$ cat config.mk
export PLATFORM = sky130hd
export DESIGN_NAME = sschd_top
export DESIGN_NICKNAME = d
export VERILOG_FILES = /design/src/verilog/sschd_top.v
export VERILOG_INCLUDE_DIRS = /design/src /design/src/inc
export SDC_FILE = /design/constraint.sdc
export NUM_CORES = 1
export LEC_CHECK = 0
export ABC_CLOCK_PERIOD_IN_PS = 2430
export BUFFER_PORTS_ARGS = -buffer_cell sky130_fd_sc_hd__buf_2
export CORE_MARGIN = 1.5
export CORE_UTILIZATION = 44
export DETAILED_ROUTE_END_ITERATION = 7
export PLACE_DENSITY = 0.88
export SLEW_MARGIN = 0
export SYNTH_ARGS = -nofsm -noshare
export SYNTH_HDL_FRONTEND = slang
export SYNTH_SLANG_ARGS = --single-unit
$ cat constraint.sdc
create_clock -name clk_i -period 2.43 [get_ports clk_i]
set_clock_uncertainty 0.05 [all_clocks]
set_input_delay 0.243 -clock clk_i [delete_from_list [all_inputs] [get_ports clk_i]]
set_output_delay 0.243 -clock clk_i [all_outputs]
set_load 0.03 [all_outputs]
$ cat src/inc/sschd_consts.vh
// constants for the serial setting command handler
`ifndef SSCHD_CONSTS_VH
`define SSCHD_CONSTS_VH
`define SSCHD_ADR_CMD 4'h0
`define SSCHD_ADR_STAT 4'h1
`define SSCHD_ADR_SET 4'h2
`define SSCHD_ADR_RATE 4'h3
`define SSCHD_CMD_OP_LSB 0
`define SSCHD_CMD_VAL_LSB 4
`define SSCHD_CMD_CH_LSB 8
`define SSCHD_CMD_WILD_BIT 11
`define SSCHD_CMD_DIG_LSB 12
`define SSCHD_OP_LDH 4'h1
`define SSCHD_OP_TONE 4'h2
`define SSCHD_OP_ATTEN 4'h3
`define SSCHD_OP_RATE 4'h4
`define SSCHD_OP_LVL 4'h5
`define SSCHD_VAL_OFF 4'h0
`define SSCHD_VAL_ON 4'h1
`define SSCHD_VAL_TOG 4'h2
`define SSCHD_VAL_QRY 4'hF
`define SSCHD_VAL_MULTI 4'hE
`define SSCHD_RATE_9600 2'h0
`define SSCHD_RATE_19200 2'h1
`define SSCHD_RATE_38400 2'h2
`define SSCHD_RATE_RST 2'h0
`define SSCHD_STAT_BUSY_BIT 0
`define SSCHD_STAT_DONE_BIT 1
`define SSCHD_STAT_ERR_BIT 2
`endif

$ cat src/verilog/sschd_top.v
// serial setting command handler: command decode, settings, replies
//
// Register access over Wishbone and the placing of the registers were left to the implementer.
`timescale 1ns/1ps
`default_nettype none
`include "sschd_consts.vh"
// Behaviour
// - loop-drop 1/0 sets state, replies it
// - loop-drop toggle inverts, query keeps; reply
// - enabled loop-drop hangs up on drop
// - tone and loop-drop hangup kept separate
// - preset settings stored only in presets
// - per-output open-mic attenuation enable
// - wildcard single value applies to all
// - wildcard digits set each output
// - wildcard toggle/query report all outputs
// - only 9600, 19200, 38400 rates accepted
// - rate acknowledge sent at new rate
// - rate saved globally on each change
// - acknowledge waits for storage write
// - rate query returns current rate
// - level-report enable 1 on, 0 off
// - level-report toggle inverts, query keeps
module sschd_top #(
  parameter NUM_OUT = 2
) (
  // system
  input wire clk_i,
  input wire rst_i,
  // wishbone slave
  input wire cyc_i,
  input wire stb_i,
  input wire we_i,
  input wire [3:0] adr_i,
  input wire [3:0] sel_i,
  input wire [31:0] dat_i,
  output reg [31:0] dat_o,
  output reg ack_o,
  // phone line
  input wire loop_drop_i,
  input wire tone_detect_i,
  output reg hangup_o,
  // setting outputs
  output reg [NUM_OUT-1:0] open_mic_atten_o,
  output reg auto_level_report_o,
  output reg [1:0] line_rate_o,
  // preset restore and global storage
  input wire preset_load_i,
  input wire [NUM_OUT+2:0] preset_dat_i,
  output wire [NUM_OUT+2:0] preset_dat_o,
  output reg nv_wr_o,
  output reg [1:0] nv_dat_o,
  input wire nv_done_i,
  input wire [1:0] nv_rate_i,
  input wire nv_rate_vld_i
);
  reg ldh_ff;
  reg tone_ff;
  reg busy_ff;
  reg done_ff;
  reg err_ff;
  reg [15:0] reply_ff;
  reg [2:0] ld_sync_ff;
  reg [2:0] tn_sync_ff;
  reg ld_st_ff;
  reg tn_st_ff;
  reg [NUM_OUT-1:0] nxt_atten;
  reg [NUM_OUT-1:0] rep_atten;
  wire wb_req;
  wire cmd_wr;
  wire [3:0] op;
  wire [3:0] val;
  wire [2:0] ch;
  wire wild;
  wire [NUM_OUT-1:0] digs;
  wire cmd_take;
  wire rate_set;
  wire cmd_bad;
  wire stat_rd;
  integer i;

  // boolean value decode shared by all boolean commands
  function bool_next;
    input cur;
    input [3:0] v;
    begin
      case (v)
        `SSCHD_VAL_ON: bool_next = 1'b1;
        `SSCHD_VAL_OFF: bool_next = 1'b0;
        `SSCHD_VAL_TOG: bool_next = ~cur;
        default: bool_next = cur;
      endcase
    end
  endfunction

  function rate_ok;
    input [1:0] r;
    begin
      rate_ok = (r == `SSCHD_RATE_9600) || (r == `SSCHD_RATE_19200) ||
        (r == `SSCHD_RATE_38400);
    end
  endfunction

  // rate code must sit in the low two value bits
  function rate_legal;
    input [3:0] v;
    begin
      rate_legal = rate_ok(v[1:0]) && (v[3:2] == 2'h0);
    end
  endfunction

  // opcodes that the handler knows
  function op_known;
    input [3:0] o;
    begin
      case (o)
        `SSCHD_OP_LDH: op_known = 1'b1;
        `SSCHD_OP_TONE: op_known = 1'b1;
        `SSCHD_OP_ATTEN: op_known = 1'b1;
        `SSCHD_OP_RATE: op_known = 1'b1;
        `SSCHD_OP_LVL: op_known = 1'b1;
        default: op_known = 1'b0;
      endcase
    end
  endfunction

  assign wb_req = cyc_i & stb_i & ~ack_o;
  assign cmd_wr = wb_req & we_i & (adr_i == `SSCHD_ADR_CMD) & sel_i[0];
  assign op = dat_i[`SSCHD_CMD_OP_LSB +: 4];
  assign val = dat_i[`SSCHD_CMD_VAL_LSB +: 4];
  assign ch = dat_i[`SSCHD_CMD_CH_LSB +: 3];
  assign wild = dat_i[`SSCHD_CMD_WILD_BIT];
  assign digs = dat_i[`SSCHD_CMD_DIG_LSB +: NUM_OUT];
  // commands while busy are acked but dropped
  assign cmd_take = cmd_wr & ~busy_ff;
  assign rate_set = cmd_take & (op == `SSCHD_OP_RATE) &
    (val != `SSCHD_VAL_QRY) & rate_legal(val);
  // unknown opcode or rate code flags an error
  assign cmd_bad = ~op_known(op) | ((op == `SSCHD_OP_RATE) &
    (val != `SSCHD_VAL_QRY) & ~rate_legal(val));
  assign stat_rd = wb_req & ~we_i & (adr_i == `SSCHD_ADR_STAT);

  // status flags; a finished write beats a clearing read
  always @(posedge clk_i) begin
    if (rst_i) begin
      busy_ff <= 1'b0;
      done_ff <= 1'b0;
      err_ff <= 1'b0;
    end else begin
      if (rate_set) begin
        busy_ff <= 1'b1;
        done_ff <= 1'b0;
      end else if (cmd_take) begin
        done_ff <= 1'b1;
      end else if (busy_ff && nv_done_i) begin
        busy_ff <= 1'b0;
        done_ff <= 1'b1;
      end else if (stat_rd) begin
        done_ff <= 1'b0;
      end
      if (cmd_take)
        err_ff <= cmd_bad;
    end
  end
  assign preset_dat_o = {auto_level_report_o, tone_ff, ldh_ff,
    open_mic_atten_o};

  always @* begin
    nxt_atten = open_mic_atten_o;
    for (i = 0; i < NUM_OUT; i = i + 1) begin
      if (wild) begin
        if (val == `SSCHD_VAL_MULTI)
          nxt_atten[i] = digs[i];
        // single value or toggle to all
        else
          nxt_atten[i] = bool_next(open_mic_atten_o[i], val);
      end else if (ch == i) begin
        nxt_atten[i] = bool_next(open_mic_atten_o[i], val);
      end
    end
  end

  // unsupported value leaves settings as they were
  always @* begin
    rep_atten = nxt_atten;
  end

  always @(posedge clk_i) begin
    if (rst_i) begin
      ld_sync_ff <= 3'h0;
      tn_sync_ff <= 3'h0;
      ld_st_ff <= 1'b0;
      tn_st_ff <= 1'b0;
    end else begin
      ld_sync_ff <= {ld_sync_ff[1:0], loop_drop_i};
      tn_sync_ff <= {tn_sync_ff[1:0], tone_detect_i};
      if (ld_sync_ff[1] == ld_sync_ff[2])
        ld_st_ff <= ld_sync_ff[2];
      if (tn_sync_ff[1] == tn_sync_ff[2])
        tn_st_ff <= tn_sync_ff[2];
    end
  end

  always @(posedge clk_i) begin
    if (rst_i) begin
      hangup_o <= 1'b0;
    end else begin
      // each method gated by its own enable
      hangup_o <= (ldh_ff & ld_st_ff) | (tone_ff & tn_st_ff);
    end
  end

  always @(posedge clk_i) begin
    if (rst_i) begin
      ldh_ff <= 1'b0;
      tone_ff <= 1'b0;
      open_mic_atten_o <= {NUM_OUT{1'b0}};
      auto_level_report_o <= 1'b0;
      line_rate_o <= `SSCHD_RATE_RST;
      reply_ff <= 16'h0000;
      nv_wr_o <= 1'b0;
      nv_dat_o <= `SSCHD_RATE_RST;
    end else begin
      nv_wr_o <= 1'b0;
      if (nv_rate_vld_i && !busy_ff && rate_ok(nv_rate_i))
        line_rate_o <= nv_rate_i;
      if (preset_load_i && !busy_ff) begin
        {auto_level_report_o, tone_ff, ldh_ff, open_mic_atten_o} <=
          preset_dat_i;
      end
      if (cmd_take) begin
        case (op)
          `SSCHD_OP_LDH: begin
            ldh_ff <= bool_next(ldh_ff, val);
            reply_ff <= {15'h0000, bool_next(ldh_ff, val)};
          end
          `SSCHD_OP_TONE: begin
            tone_ff <= bool_next(tone_ff, val);
            reply_ff <= {15'h0000, bool_next(tone_ff, val)};
          end
          `SSCHD_OP_ATTEN: begin
            open_mic_atten_o <= nxt_atten;
            // reply has one bit per output
            reply_ff <= {{(16-NUM_OUT){1'b0}}, rep_atten};
          end
          `SSCHD_OP_LVL: begin
            auto_level_report_o <= bool_next(auto_level_report_o, val);
            reply_ff <= {15'h0000, bool_next(auto_level_report_o, val)};
          end
          `SSCHD_OP_RATE: begin
            if (val == `SSCHD_VAL_QRY) begin
              reply_ff <= {14'h0000, line_rate_o};
            end else if (rate_legal(val)) begin
              line_rate_o <= val[1:0];
              reply_ff <= {14'h0000, val[1:0]};
              nv_wr_o <= 1'b1;
              nv_dat_o <= val[1:0];
            end else begin
              reply_ff <= {14'h0000, line_rate_o};
            end
          end
          default: begin
            reply_ff <= reply_ff;
          end
        endcase
      end
    end
  end

  // single-cycle registered ack; unmapped reads give zero
  always @(posedge clk_i) begin
    if (rst_i) begin
      ack_o <= 1'b0;
      dat_o <= 32'h00000000;
    end else begin
      ack_o <= wb_req;
      dat_o <= 32'h00000000;
      if (wb_req && !we_i) begin
        case (adr_i)
          `SSCHD_ADR_STAT:
            dat_o <= {13'h0000, reply_ff, err_ff, done_ff, busy_ff};
          `SSCHD_ADR_SET:
            dat_o <= {{(29-NUM_OUT){1'b0}}, auto_level_report_o, tone_ff,
              ldh_ff, open_mic_atten_o};
          `SSCHD_ADR_RATE:
            dat_o <= {30'h00000000, line_rate_o};
          default:
            dat_o <= 32'h00000000;
        endcase
      end
    end
  end
endmodule
`default_nettype wire

==> results.cfg <==
[run_status]
status = finished clean

[yosys]
avgSynthCellArea_um2 = 8.58
yosysTopAreaCell = dfxtp_1
seq_area_frac_synth_pct = 30.7
synth_top_area_share_pct = 30.7
synth_top_flop_cell = dfxtp_1
ys_types = 54
yosys_warnings = 0
syn_inst = 228
ys_seq_elements = 30
synth_area_um2 = 1960
synthTopCellsByArea = dfxtp_1, buf_4, nor2_1
synth_edf_count = 0
async_reset_ff_share_pct = 0

[min_path]
min_path_type = in2reg

[power]
power.density_nw_per_um2 = 513
max-vdd-ir-drop_mv = 0.170
leakagePower_nw = 0.895

[cells_and_area]
area_growth_pct = 11.8
final_cell_mix = buf_2, dfxtp_1, nor2_1, conb_1, nor2b_1
design_area_um2 = 2190
drive_gt1_share_pct = 31.5
antenna_cells = 0
fin_cells = 328
nets = 333
fin_util_pct = 50.6
mostFrequentLayoutCell = buf_2

[die]
initial_core_util_pct = 45.3
core.rowCount = 24
die_area_um2 = 4860
die_w_um = 69.7
core_um2 = 4320
ios = 104
die_h_um = 69.7

[timing]
final_hold_viol_count = 0
post-route-period-util_pct = 74.8
tightestPinTransition_ps = 721
min_period_ps = 1820
fin_ws_ps = 613
finalSetupViolCount = 0
slew_viol_final = 0
slew_headroom_pct = 51.8
maxClockFrequency_ghz = 0.550
rsz0062_at_grt = false
setup_tns_ps = 0

[global_route]
grt_max_degree = 27
first_global_vias = 1625
grt_pass1_wl_mm = 7.11
antenna_found_initial = 0
overflow = 0
grt_usage_pct = 17.9

[critical_path]
path_delay_family = simple AND/OR/NAND/NOR gates
worstSetupEndpointType = flip-flop
required_ps = 2540
critPathBufInv = 1
cpMaxStageDelayCell = or2_2
path_cells = nand3b_1 -> nand4b_1 -> buf_4 -> or2_2 -> a2111oi_2 -> a21oi_1
cp_data_arrival_time_ps = 1930
crit_path_max_incr_delay_ps = 340
criticalPathCategory = reg2reg
startpoint_type = flip-flop
critPathMaxFanout = 12

[clocking]
h-tree-depth = 2
clkLatencyLatePin_ps = 280
cts_hold_buf = 0
post_cts_buffers = 0
root_buffer = clkbuf_8
cts_buffers = 5
cts_buffer_depth = 2
cts_resized = 0
cts_tree = done
cts_num_sinks = 30
path_clk_slew_ps = 60

[routing]
first_iter_violations = 86
drtPass1Iterations = 4
drc = 0
dr_total_vias = 1743
wl_per_cell_um = 12.9
drt-vias-per-instance = 5.31
ant_nets = 0
routed_wl_mm = 4.24

[placed_design]
hpwlAfterDp_mm = 3.27
gp_congestion = 0.881
port_buffers = 55
dp_slack_ps = 570
post_dp_cell_area_um2 = 2110
dp.cells = 321

[flow_run]
drv_cap = 0
[cells in the mapped netlist, drive strengths merged (3+ instances only)]
cell      n
buf      38
dfxtp    30
nor2     28
nor2b    13
a21oi    11
a211oi   10
o21ai    10
inv       8
nand2     8
nand2b    8
mux2i     5
nor3      5
nor4      5
o22ai     5
a221oi    4
a22oi     4
clkbuf    4
a2111oi   3
or3       3
[stage by stage]
step / power [W] / hold WS [ps]
2_1_floorplan: 0.000737 / 321
3_3_place_gp: 0.000757 / 369
3_5_place_dp: 0.000762 / 378
4_1_cts: 0.00113 / 124
5_1_grt: 0.00118 / 139
6_report: 0.00112 / 137
[sequential cells by signal (all words and copies together), names as in the netlist, 2 cells and up]
signal and cells:
line_rate_o 2, nv_dat_o 2, tn_sync_ff 3, ld_sync_ff 3, dat_o 5, reply_ff 2
open_mic_atten_o 2
[path summary, 6_finish.rpt]
path / depth (start not counted) / start / endpoint / slack, ps
max reg2reg: 6 / ack_o$_SDFF_PP0_ / reply_ff[0]$_SDFFE_PP0P_ / 610
max: 6 / ack_o$_SDFF_PP0_ / reply_ff[0]$_SDFFE_PP0P_ / 610
min reg2reg: 1 / tn_sync_ff[0]$_SDFF_PP0_ / tn_sync_ff[1]$_SDFF_PP0_ / 390
min: 2 / tone_detect_i / tn_sync_ff[0]$_SDFF_PP0_ / 140
[power breakdown]
group	internal [W]	switching [W]	total, W
Sequential	0.000503	0.0000136	0.000517
Clock	0.000191	0.000177	0.000368
Combinational	0.0000705	0.000166	0.000236
[area by class of cell]
cell class / instances / area, µm²
Inverter: 8 / 30.0
Timing Repair Buffer: 57 / 290
Clock buffer: 5 / 68.8
Clock inverter: 2 / 10.0
Sequential cell: 30 / 601
Multi-Input combinational cell: 174 / 1120
Fill cell: 414 / 2140
Tap cell: 52 / 65.1
[metal layers]
layer / GRT usage [%] / vias up / wire, µm
met4: 8.33 / 0 / 83
met1: 22.2 / 801 / 1800
met5: 0 / - / 0
met2: 29.0 / 71 / 2040
li1: - / 862 / -
met3: 4.80 / 9 / 318
[cells by family (layout without fill, tap and decap cells)]
group                  after synthesis  in the layout  synth area share [%]
other                                1             27                 0.192
multiplexers                         6              6                  3.13
buffers and inverters               50             72                  16.9
flip-flops                          30             30                  30.7
AO/OA/AOI/OAI                       62             62                  25.3
AND/OR/NAND/NOR                     79             79                  23.9
No activity file was read; power rests on OpenSTA's default activity.
